### config.mk
export PLATFORM = sky130hd
export DESIGN_NAME = dtw_dram_ctrl
export DESIGN_NICKNAME = d
export VERILOG_FILES = /design/src/rtl/dtw_pkg.sv /design/src/rtl/dtw_dram_ctrl.sv
export SDC_FILE = /design/constraint.sdc
export NUM_CORES = 1
export LEC_CHECK = 0
export ABC_AREA = 1
export BUFFER_PORTS_ARGS = -buffer_cell sky130_fd_sc_hd__buf_2
export CAP_MARGIN = 0
export CORE_UTILIZATION = 60
export DETAILED_ROUTE_END_ITERATION = 6
export PLACE_DENSITY = 0.85
export REMOVE_ABC_BUFFERS = 1
export SETUP_SLACK_MARGIN = 0.3
export SLEW_MARGIN = 40
export SYNTH_ARGS = -nofsm -noshare
export SYNTH_HDL_FRONTEND = slang
export SYNTH_SLANG_ARGS = --single-unit
### constraint.sdc
create_clock -name mclk -period 16.07 [get_ports mclk]
set_clock_uncertainty 0.15 [all_clocks]
set_input_delay 3.214 -clock mclk [delete_from_list [all_inputs] [get_ports mclk]]
set_output_delay 3.214 -clock mclk [all_outputs]
set_load 0.01 [all_outputs]
### src/rtl/dtw_pkg.sv
// Constants, register map and carrier types for the area 2 DRAM controller.
// Assumes one 100 MHz clock; register offsets are word aligned Avalon bytes.
//
// Notes on behaviour
// - Run advanced mode four, 16-bit external bus.
// - Space select code one makes area 2 DRAM.
// - Area 2 width bit zero means 16-bit.
// - 2-Mbyte partition puts DRAM at 0x400000.
// - Wait field 01 adds one wait state.
// - Write-strobe bit one: per-lane write enables.
// - Burst bit one: fast page, RAS held.
// - RAS down holds row; RAS up closes it.
// - Refresh wait field 00 adds no wait.
// - Refresh enabled, mode zero: automatic CBR refresh.
// - Counter match with constant requests a refresh.
// - Precharge, then CAS before RAS.
// - Precharge after refresh before next access.
// - Clock select 001 counts at half rate.
package dtw_pkg;
    // -----------------------------------------------------------------
    // Register map (byte offsets, register index = offset / 4)
    // -----------------------------------------------------------------
    localparam int DTW_NUM_REGS = 9;
    localparam int REG_BUS_WIDTH = 0;
    localparam int REG_ACCESS_STATE = 1;
    localparam int REG_WAIT_HIGH = 2;
    localparam int REG_WAIT_LOW = 3;
    localparam int REG_BUS_CTRL_HIGH = 4;
    localparam int REG_BUS_CTRL_LOW = 5;
    localparam int REG_MEM_CTRL = 6;
    localparam int REG_DRAM_CTRL = 7;
    localparam int REG_REFRESH_CONST = 8;
    localparam logic [7:0] DTW_REG_RESET [DTW_NUM_REGS] = '{
        8'h00, 8'hff, 8'hff, 8'hff, 8'h00, 8'h00, 8'h00, 8'h00, 8'hff};
    // -----------------------------------------------------------------
    // Field positions
    // -----------------------------------------------------------------
    localparam int AREA2_WIDTH_BIT = 2;
    localparam int AREA2_WAIT_LSB = 4;
    localparam int DRAM_SPACE_LSB = 0;
    localparam logic [2:0] DRAM_SPACE_AREA2 = 3'h1;
    localparam int PARTITION_BIT = 2;
    localparam int PRECHARGE_BIT = 7;
    localparam int BURST_BIT = 6;
    localparam int RAS_DOWN_BIT = 5;
    localparam int WE_CTRL_BIT = 4;
    localparam int MUX_LSB = 2;
    localparam int REF_WAIT_LSB = 0;
    localparam int REF_EN_BIT = 7;
    localparam int REF_WAIT_INS_BIT = 6;
    localparam int REF_MODE_BIT = 5;
    localparam int MATCH_FLAG_BIT = 4;
    localparam int MATCH_IRQ_EN_BIT = 3;
    localparam int CKS_LSB = 0;
    // -----------------------------------------------------------------
    // Address decode and multiplex
    // -----------------------------------------------------------------
    localparam logic [2:0] AREA2_CODE = 3'h2;
    localparam int AREA_2M_LSB = 21;
    localparam int AREA_128K_LSB = 17;
    localparam logic [4:0] ROW_SHIFT_BASE = 5'h08;
    // Prescaler masks per clock select; 001 ticks every second clock
    localparam logic [11:0] DTW_CKS_MASK [8] = '{
        12'h000, 12'h001, 12'h007, 12'h01f, 12'h07f, 12'h1ff, 12'h7ff, 12'hfff};
    // -----------------------------------------------------------------
    // Types
    // -----------------------------------------------------------------
    typedef enum logic [9:0] {
        ST_IDLE = 10'h001, ST_ROW = 10'h002, ST_COL1 = 10'h004, ST_WAIT = 10'h008,
        ST_COL2 = 10'h010, ST_PRE = 10'h020, ST_RPRE = 10'h040, ST_RCAS = 10'h080,
        ST_RRAS = 10'h100, ST_RHOLD = 10'h200
    } dtw_state_t;
    typedef struct packed {
        logic write;
        logic [23:0] addr;
        logic [15:0] wdata;
        logic [1:0] byteEn;
    } dtw_cpu_req_t;
    typedef struct packed {
        logic rasN;
        logic casHiN;
        logic casLoN;
        logic weHiN;
        logic weLoN;
        logic [23:0] addr;
        logic [15:0] dqOut;
        logic dqOe;
    } dtw_pins_t;
endpackage : dtw_pkg

### src/rtl/dtw_dram_ctrl.sv
// Area 2 DRAM controller: register file, refresh timer and RAS/CAS sequencer.
// Assumes a CPU-side master holding cpuReq until cpuAck and an Avalon master.
//
// The Avalon-MM register port and the register addresses were left to the implementer.
`timescale 1ns/1ps
module dtw_dram_ctrl (
    // Clock and reset
    input wire logic mclk,
    input wire logic reset,
    // Avalon-MM register slave
    input wire logic [5:0] avsAddress,
    input wire logic avsRead,
    input wire logic avsWrite,
    input wire logic [31:0] avsWritedata,
    input wire logic [3:0] avsByteenable,
    output logic [31:0] avsReaddata,
    output logic avsWaitrequest,
    // CPU memory request port
    input wire logic cpuReq,
    input wire dtw_pkg::dtw_cpu_req_t cpuCmd,
    output logic cpuAck,
    output logic [15:0] cpuRdata,
    // DRAM pins
    output dtw_pkg::dtw_pins_t dramPins,
    input wire logic [15:0] dqIn,
    // Compare match event
    output logic cmIrq
);
    import dtw_pkg::*;

    logic [7:0] cfg [DTW_NUM_REGS];
    logic [7:0] next_cfg [DTW_NUM_REGS];
    logic next_avsWaitrequest;
    logic [31:0] next_avsReaddata;
    logic [11:0] presc, next_presc;
    logic [7:0] refCount, next_refCount;
    logic refPend, next_refPend;
    logic next_cmIrq;
    dtw_state_t state, next_state;
    dtw_cpu_req_t curCmd, next_curCmd;
    logic [1:0] waitCnt, next_waitCnt;
    logic preCnt, next_preCnt;
    logic rowOpen, next_rowOpen;
    logic [23:0] openRow, next_openRow;
    logic next_cpuAck;
    logic [15:0] next_cpuRdata;
    dtw_pins_t next_pins;

    // -----------------------------------------------------------------
    // Decoded configuration
    // -----------------------------------------------------------------
    logic [3:0] regIdx;
    logic regValid, busWrite, tick, match, refTaken;
    logic dramArea2, width16, part2M, longPre, burst, rasDown, weCtrl;
    logic [1:0] waitSel, refWaits, laneEn;
    logic [4:0] rowShift;
    logic [2:0] areaNum;
    logic hit, go;
    logic [23:0] reqRow;

    assign regIdx = avsAddress[5:2];
    assign regValid = (avsAddress[1:0] == 2'h0) && (int'(regIdx) < DTW_NUM_REGS);
    assign busWrite = avsWrite && !avsWaitrequest && avsByteenable[0];
    assign dramArea2 = cfg[REG_BUS_CTRL_HIGH][DRAM_SPACE_LSB +: 3] == DRAM_SPACE_AREA2;
    assign width16 = !cfg[REG_BUS_WIDTH][AREA2_WIDTH_BIT];
    assign part2M = cfg[REG_BUS_CTRL_LOW][PARTITION_BIT];
    assign waitSel = cfg[REG_WAIT_LOW][AREA2_WAIT_LSB +: 2];
    assign longPre = cfg[REG_MEM_CTRL][PRECHARGE_BIT];
    assign burst = cfg[REG_MEM_CTRL][BURST_BIT];
    assign rasDown = cfg[REG_MEM_CTRL][RAS_DOWN_BIT];
    assign weCtrl = cfg[REG_MEM_CTRL][WE_CTRL_BIT];
    assign rowShift = ROW_SHIFT_BASE + {3'h0, cfg[REG_MEM_CTRL][MUX_LSB +: 2]};
    // No refresh waits unless insertion is enabled
    assign refWaits = cfg[REG_DRAM_CTRL][REF_WAIT_INS_BIT] ? cfg[REG_MEM_CTRL][REF_WAIT_LSB +: 2] : 2'h0;
    // Area number from the partition unit; 2-Mbyte units give 0x400000 upward
    assign areaNum = part2M ? cpuCmd.addr[AREA_2M_LSB +: 3] : cpuCmd.addr[AREA_128K_LSB +: 3];
    assign hit = dramArea2 && (areaNum == AREA2_CODE);
    assign go = cpuReq && !cpuAck && hit;
    assign reqRow = cpuCmd.addr >> rowShift;
    // Byte lanes; an 8-bit area uses the low lane only
    assign laneEn = width16 ? next_curCmd.byteEn : 2'h1;

    // -----------------------------------------------------------------
    // Avalon slave: one wait cycle, then the answer
    // -----------------------------------------------------------------
    always_comb begin
        next_avsWaitrequest = 1'b1;
        next_avsReaddata = avsReaddata;
        if ((avsRead || avsWrite) && avsWaitrequest) begin
            next_avsWaitrequest = 1'b0;
            next_avsReaddata = regValid ? {24'h0, cfg[regIdx]} : 32'h0;
        end
    end

    always_ff @(posedge mclk or posedge reset) begin
        if (reset) begin
            avsWaitrequest <= 1'b1;
            avsReaddata <= 32'h0;
        end else begin
            avsWaitrequest <= next_avsWaitrequest;
            avsReaddata <= next_avsReaddata;
        end
    end

    // -----------------------------------------------------------------
    // Register file; match flag set beats a software clear
    // -----------------------------------------------------------------
    always_comb begin
        for (int i = 0; i < DTW_NUM_REGS; i++) begin
            next_cfg[i] = cfg[i];
            if (busWrite && regValid && int'(regIdx) == i) begin
                next_cfg[i] = avsWritedata[7:0];
            end
        end
        // Flag can only be cleared by software, writing one keeps it
        if (busWrite && regValid && int'(regIdx) == REG_DRAM_CTRL) begin
            next_cfg[REG_DRAM_CTRL][MATCH_FLAG_BIT] = cfg[REG_DRAM_CTRL][MATCH_FLAG_BIT]
                & avsWritedata[MATCH_FLAG_BIT];
        end
        if (match) begin
            next_cfg[REG_DRAM_CTRL][MATCH_FLAG_BIT] = 1'b1;
        end
    end

    always_ff @(posedge mclk or posedge reset) begin
        if (reset) begin
            for (int i = 0; i < DTW_NUM_REGS; i++) begin
                cfg[i] <= DTW_REG_RESET[i];
            end
        end else begin
            for (int i = 0; i < DTW_NUM_REGS; i++) begin
                cfg[i] <= next_cfg[i];
            end
        end
    end

    // -----------------------------------------------------------------
    // Refresh timer: prescaler, counter, compare and request
    // -----------------------------------------------------------------
    assign tick = (cfg[REG_DRAM_CTRL][CKS_LSB +: 3] != 3'h0)
        && ((presc & DTW_CKS_MASK[cfg[REG_DRAM_CTRL][CKS_LSB +: 3]]) == DTW_CKS_MASK[cfg[REG_DRAM_CTRL][CKS_LSB +: 3]]);
    assign match = tick && (refCount == cfg[REG_REFRESH_CONST]);

    always_comb begin
        next_presc = presc + 12'h001;
        next_refCount = refCount;
        if (match) begin
            next_refCount = 8'h00;
        end else if (tick) begin
            next_refCount = refCount + 8'h01;
        end
        next_refPend = refPend && !refTaken;
        // Automatic refresh only; self-refresh mode requests nothing
        if (match && cfg[REG_DRAM_CTRL][REF_EN_BIT] && !cfg[REG_DRAM_CTRL][REF_MODE_BIT]) begin
            next_refPend = 1'b1;
        end
        // Masked match still sets the flag, only the line stays low
        next_cmIrq = cfg[REG_DRAM_CTRL][MATCH_FLAG_BIT] && cfg[REG_DRAM_CTRL][MATCH_IRQ_EN_BIT];
    end

    always_ff @(posedge mclk or posedge reset) begin
        if (reset) begin
            presc <= 12'h000;
            refCount <= 8'h00;
            refPend <= 1'b0;
            cmIrq <= 1'b0;
        end else begin
            presc <= next_presc;
            refCount <= next_refCount;
            refPend <= next_refPend;
            cmIrq <= next_cmIrq;
        end
    end

    // -----------------------------------------------------------------
    // Access sequencer
    // -----------------------------------------------------------------
    // Refresh outranks a new access so the request never starves
    always_comb begin
        next_state = state;
        next_curCmd = curCmd;
        next_waitCnt = waitCnt;
        next_rowOpen = rowOpen;
        next_openRow = openRow;
        next_cpuAck = 1'b0;
        next_cpuRdata = cpuRdata;
        refTaken = 1'b0;
        unique case (state)
            ST_IDLE: begin
                if (cpuAck) begin
                    next_state = ST_IDLE;
                end else if (rowOpen) begin
                    if (refPend) begin
                        next_state = ST_PRE;
                    end else if (go && reqRow == openRow) begin
                        next_state = ST_COL1;
                        next_curCmd = cpuCmd;
                        next_waitCnt = waitSel;
                    end else if (go || !rasDown) begin
                        next_state = ST_PRE;
                    end else if (cpuReq) begin
                        // Other areas pass while the row stays down
                        next_cpuAck = 1'b1;
                        next_cpuRdata = 16'h0000;
                    end
                end else if (refPend) begin
                    next_state = ST_RPRE;
                    refTaken = 1'b1;
                end else if (go) begin
                    next_state = ST_ROW;
                    next_curCmd = cpuCmd;
                    next_openRow = reqRow;
                    next_rowOpen = 1'b1;
                    next_waitCnt = waitSel;
                end else if (cpuReq) begin
                    // Other areas are not this block's; answer at once
                    next_cpuAck = 1'b1;
                    next_cpuRdata = 16'h0000;
                end
            end
            ST_ROW: next_state = ST_COL1;
            ST_COL1: next_state = (waitCnt != 2'h0) ? ST_WAIT : ST_COL2;
            ST_WAIT: begin
                next_waitCnt = waitCnt - 2'h1;
                next_state = (waitCnt == 2'h1) ? ST_COL2 : ST_WAIT;
            end
            ST_COL2: begin
                next_cpuAck = 1'b1;
                next_cpuRdata = dqIn;
                // Row stays open for page hits in burst or RAS down mode
                next_state = (burst || rasDown) ? ST_IDLE : ST_PRE;
            end
            ST_PRE: begin
                next_rowOpen = 1'b0;
                next_state = (preCnt == 1'b0) ? ST_IDLE : ST_PRE;
            end
            ST_RPRE: next_state = ST_RCAS;
            ST_RCAS: begin
                next_state = ST_RRAS;
                next_waitCnt = refWaits;
            end
            ST_RRAS: begin
                next_waitCnt = waitCnt - 2'h1;
                next_state = (waitCnt == 2'h0) ? ST_RHOLD : ST_RRAS;
            end
            ST_RHOLD: next_state = ST_PRE;
        endcase
        // Precharge length: one state, or two when the bit is set
        next_preCnt = preCnt - 1'b1;
        if (next_state == ST_PRE && state != ST_PRE) begin
            next_preCnt = longPre;
        end else if (state != ST_PRE) begin
            next_preCnt = 1'b0;
        end
    end

    // Pin values follow the next state so they line up with it
    always_comb begin
        logic active, colPhase, refCas;
        active = next_state inside {ST_ROW, ST_COL1, ST_WAIT, ST_COL2};
        colPhase = next_state inside {ST_COL1, ST_WAIT, ST_COL2};
        refCas = next_state inside {ST_RCAS, ST_RRAS, ST_RHOLD};
        next_pins = dramPins;
        // RAS low while a row is open or in the refresh RAS and hold states; high in precharge
        next_pins.rasN = !(active || next_state inside {ST_RRAS, ST_RHOLD}
            || (next_state == ST_IDLE && next_rowOpen));
        next_pins.casHiN = !(refCas || (colPhase && (weCtrl || laneEn[1])));
        next_pins.casLoN = !(refCas || (colPhase && (weCtrl || laneEn[0])));
        // Two write strobes in 2-WE mode, one common strobe otherwise
        next_pins.weHiN = !(active && next_curCmd.write && (!weCtrl || next_curCmd.byteEn[1] && width16));
        next_pins.weLoN = !(active && next_curCmd.write && (!weCtrl || next_curCmd.byteEn[0] || !width16));
        if (next_state == ST_ROW) begin
            next_pins.addr = next_openRow;
        end else if (colPhase) begin
            next_pins.addr = next_curCmd.addr;
        end
        next_pins.dqOut = next_curCmd.wdata;
        next_pins.dqOe = colPhase && next_curCmd.write;
    end

    always_ff @(posedge mclk or posedge reset) begin
        if (reset) begin
            state <= ST_IDLE;
            curCmd <= '0;
            waitCnt <= 2'h0;
            preCnt <= 1'b0;
            rowOpen <= 1'b0;
            openRow <= 24'h0;
            cpuAck <= 1'b0;
            cpuRdata <= 16'h0000;
            dramPins <= '{rasN: 1'b1, casHiN: 1'b1, casLoN: 1'b1, weHiN: 1'b1, weLoN: 1'b1,
                addr: 24'h0, dqOut: 16'h0, dqOe: 1'b0};
        end else begin
            state <= next_state;
            curCmd <= next_curCmd;
            waitCnt <= next_waitCnt;
            preCnt <= next_preCnt;
            rowOpen <= next_rowOpen;
            openRow <= next_openRow;
            cpuAck <= next_cpuAck;
            cpuRdata <= next_cpuRdata;
            dramPins <= next_pins;
        end
    end

    // -----------------------------------------------------------------
    // Checks
    // -----------------------------------------------------------------
    a_wait_one_state: assert property (@(posedge mclk) disable iff (reset)
        (state == ST_COL1 && waitCnt == 2'h1) |=> state == ST_WAIT ##1 state == ST_COL2)
        else $error("wait state count wrong");
    a_ref_precharge_first: assert property (@(posedge mclk) disable iff (reset)
        (state == ST_RCAS) |-> $past(state == ST_RPRE) && dramPins.rasN && !dramPins.casLoN)
        else $error("refresh CAS without precharge");
    a_cas_before_ras: assert property (@(posedge mclk) disable iff (reset)
        $fell(dramPins.rasN) && state == ST_RRAS |-> $past(!dramPins.casLoN && !dramPins.casHiN))
        else $error("RAS fell before CAS in refresh");
    a_post_ref_precharge: assert property (@(posedge mclk) disable iff (reset)
        (state == ST_RHOLD) |=> state == ST_PRE && dramPins.rasN)
        else $error("no precharge after refresh");
    a_single_precharge: assert property (@(posedge mclk) disable iff (reset)
        $rose(state == ST_PRE) && !longPre |=> state != ST_PRE && dramPins.rasN)
        else $error("precharge length wrong");
    a_ras_up_close: assert property (@(posedge mclk) disable iff (reset)
        (state == ST_IDLE && rowOpen && !rasDown && !cpuAck && !cpuReq) |=> state == ST_PRE)
        else $error("row left open in RAS up mode");
    a_match_sets_flag: assert property (@(posedge mclk) disable iff (reset)
        match |=> cfg[REG_DRAM_CTRL][MATCH_FLAG_BIT] && refCount == 8'h00)
        else $error("match did not set flag");
    a_masked_irq: assert property (@(posedge mclk) disable iff (reset)
        !cfg[REG_DRAM_CTRL][MATCH_IRQ_EN_BIT] |=> !cmIrq)
        else $error("interrupt raised while masked");
    a_row_address: assert property (@(posedge mclk) disable iff (reset)
        (state == ST_ROW) |-> dramPins.addr == (curCmd.addr >> rowShift) && !dramPins.rasN)
        else $error("row address not shifted");
    a_we_lane_gate: assert property (@(posedge mclk) disable iff (reset)
        (state == ST_COL1 && weCtrl && curCmd.write && !curCmd.byteEn[1]) |-> dramPins.weHiN)
        else $error("upper write strobe without lane");
endmodule : dtw_dram_ctrl

==> qor.yml <==
synth_top_area_share_pct: 40.8
end_kind: "flop"
synth-simple-area-share_pct: 29.9
cp_max_fo: 49
ctsHoldBuffers: 0
postCtsSetupBuffers: 0
status: "complete, no violations"
min_period_ns: 5.88
synth-compound-area-share_pct: 9.95
placement.io_buffers: 151
met2_length_um: 13700
cts.repair.resized: 0
core_mm2: 0.0190
antenna_found_initial: 2
routed_wl_um: 28100
synth-edff-count: 0
critical_path_class: "input pin to flop"
first_pass_iters: 7
synth_mux_area_share_pct: 0
post_drt_wl_per_cell_um: 15.3
cts-root-buf: "clkbuf_16"
timing.fmax_mhz: 170
cts_max_level: 1
die_w_um: 142
synth_cell_types: 56
syn_area_per_cell_um2: 8.16
setup_tns_ns: 0
ys.flop_type: "dfrtp_1"
drv_slew: 0
synth_warnings: 0
dp.cells: 1791
num-fill-cells: 1486
post-route-period-util_pct: 36.6
met1_length_um: 11500
vias_per_cell: 5.50
hp-class: "flop to flop"
nNetsFinal: 1669
drive_above_1_share_pct: 20.9
dp_hpwl_um: 19000
grt_overflow_total: 0
top_layer: "met4"
cp.required_ns: 16.32
grt_pass1_wl_um: 45900
critPathArrivalTime_ns: 6.13
power.leakage_nw: 6.81
ys_seq_elements: 231
synth_common_cells: "nand2_1, dfrtp_1, o21ai_0, inv_1, nand3_1"
grt_max_degree: 152
finalHoldViolCount: 0
yosysSeqAreaShare_pct: 49.6
die-area_mm2: 0.0202
groute.usage.overall_pct: 28.6
drt_iter0_drc: 933
synth_fa_ha_area_share_pct: 0.425
relSlewSlack_pct: 45.1
syn2layout_area_growth_pct: 12.9
path_clk_slew_ns: 0.06
synthXorXnorAreaFrac_pct: 1.19
cts_buffers: 25
cts_buffer_depth: 3
synth-async-reset-ratio_pct: 100
setup_violations: 0
grt_pass1_vias: 9432
synthMostInstantiatedCell: "nand2_1"
via_count: 10100
yosys-top-cells-area: "dfrtp_1, nand2_1, dfstp_2, o21ai_0, inv_1"
worst_slew_pin_slew_ns: 0.821
vdd_drop_max_mv: 0.0802
cts_tree: "done"
rsz0062_at_grt: "false"
ios: 203
final_antenna_net_count: 0
numClockSinks: 231
synth_top_cell_by_area: "dfrtp_1"
clk-insertion-delay-late_ns: 0.52
drc_errors: 0
synth_top_family_by_area: "simple AND/OR/NAND/NOR gates"
final_cells: 1839
power_density_mw_per_mm2: 98.6
syn_inst: 1441
num_rows: 50
maxCapViolCount: 0
wl_met3_um: 2090
syn_area_mm2: 0.0118
start_util_pct: 62.1
gp_congestion: 0.894
setup.worst_path.start_class: "input pin"
die_h_um: 142
-- critical path: stages --
cell,delay (ns)
buf_2,0.14
nor2_1,0.12
nand2_1,0.06
nand2_1,0.09
nand2_1,0.05
nor2_1,0.21
nand2_1,0.08
nor2_1,0.10
nand2_1,0.08
nor2_1,0.14
nand2_1,0.13
nand2_1,0.10
nand2_2,0.08
nand3_2,0.09
inv_2,0.05
nand2_2,0.09
inv_2,0.05
nand2_4,0.48
nand3_4,0.46
nand2_1,0.20
nand2_1,0.07
-- per-stage QoR --
| stage | power, W | instance area, um^2 | hold slack, ns | worst slack, ns | util (%) |
|---|---|---|---|---|---|
| floorplan | 0.000694 | 11200 | 0.288 | 6.44 | - |
| global placement | 0.000726 | 12400 | 0.298 | 9.83 | 65.2 |
| detailed placement | 0.000730 | 12400 | 0.303 | 9.71 | 65.3 |
| CTS | 0.00132 | 13200 | 0.319 | 10.22 | 69.8 |
| global route | 0.00135 | 13300 | 0.329 | 9.95 | 70.1 |
| finish | 0.00131 | 13300 | 0.314 | 10.19 | 70.1 |
-- where the power goes --
part	internal [W]	leakage [nW]	switching [W]	total, W
clock	0.000355	0.421	0.000231	0.000585
sequential	0.000597	2.91	0.0000151	0.000613
combinational	0.0000340	3.49	0.0000771	0.000111
-- placed cells by master, fill, tap and decap left out, drive strengths merged, types with 16 or more instances in the layout --
| cell | instances |
|---|---|
| nand2 | 551 |
| dfrtp | 192 |
| buf | 156 |
| o21ai | 139 |
| inv | 120 |
| nand3 | 100 |
| nor2 | 83 |
| clkbuf | 41 |
| dfstp | 39 |
| conb | 24 |
| nor3 | 18 |
| a22oi | 16 |
-- final timing paths --
| path | start | to | slack (ns) | cells past startpoint |
|---|---|---|---|---|
| hold / removal | curCmd[13] | curCmd[13] | 0.31 | 2 |
| hold reg to reg | curCmd[13] | curCmd[13] | 0.31 | 2 |
| setup / recovery | cpuCmd[35] | dramPins[22] | 10.19 | 21 |
| max in group asynchronous | reset | cfg[17] | 11.75 | 4 |
| min in group asynchronous | reset | curCmd[16] | 2.55 | 2 |
| setup reg to reg | cfg[18] | dramPins[22] | 12.25 | 19 |
-- kinds of logic (layout without fill, tap and decap cells) --
group           after synthesis  in the layout
fa+ha+maj                     4              4
flops                       231            231
xor+xnor                     16             16
buf+inv                     206            319
other cells                   1             26
simple gates                783            783
compound gates              200            200
-- registers in the layout, summed over array words and instances (netlist names) --
signal	count
cfg	71
curCmd	43
dramPins	30
openRow	24
cpuRdata	16
presc	12
state	10
avsReaddata	8
refCount	8
waitCnt	2
avsWaitrequest	1
burst	1
cmIrq	1
cpuAck	1
preCnt	1
refPend	1
rowOpen	1
-- final cells by class --
type | instances | area, um^2 | share of cell area, %
flip-flops and latches | 231 | 5830 | 43.9
clock inverters | 4 | 55.1 | 0.415
diodes | 2 | 5.00 | 0.0377
multi-input cells | 1027 | 4980 | 37.5
clock buffers | 41 | 797 | 6.00
inverters | 118 | 468 | 3.52
well taps | 260 | 325 | 2.45
repair buffers | 156 | 817 | 6.15
-- routing by layer --
layer	vias up	track usage, %
met5	-	0
met4	0	11.1
met3	67	3.60
met2	438	47.9
met1	4784	38.1
li1	4824	-
Power figures use the tool's default switching activity.
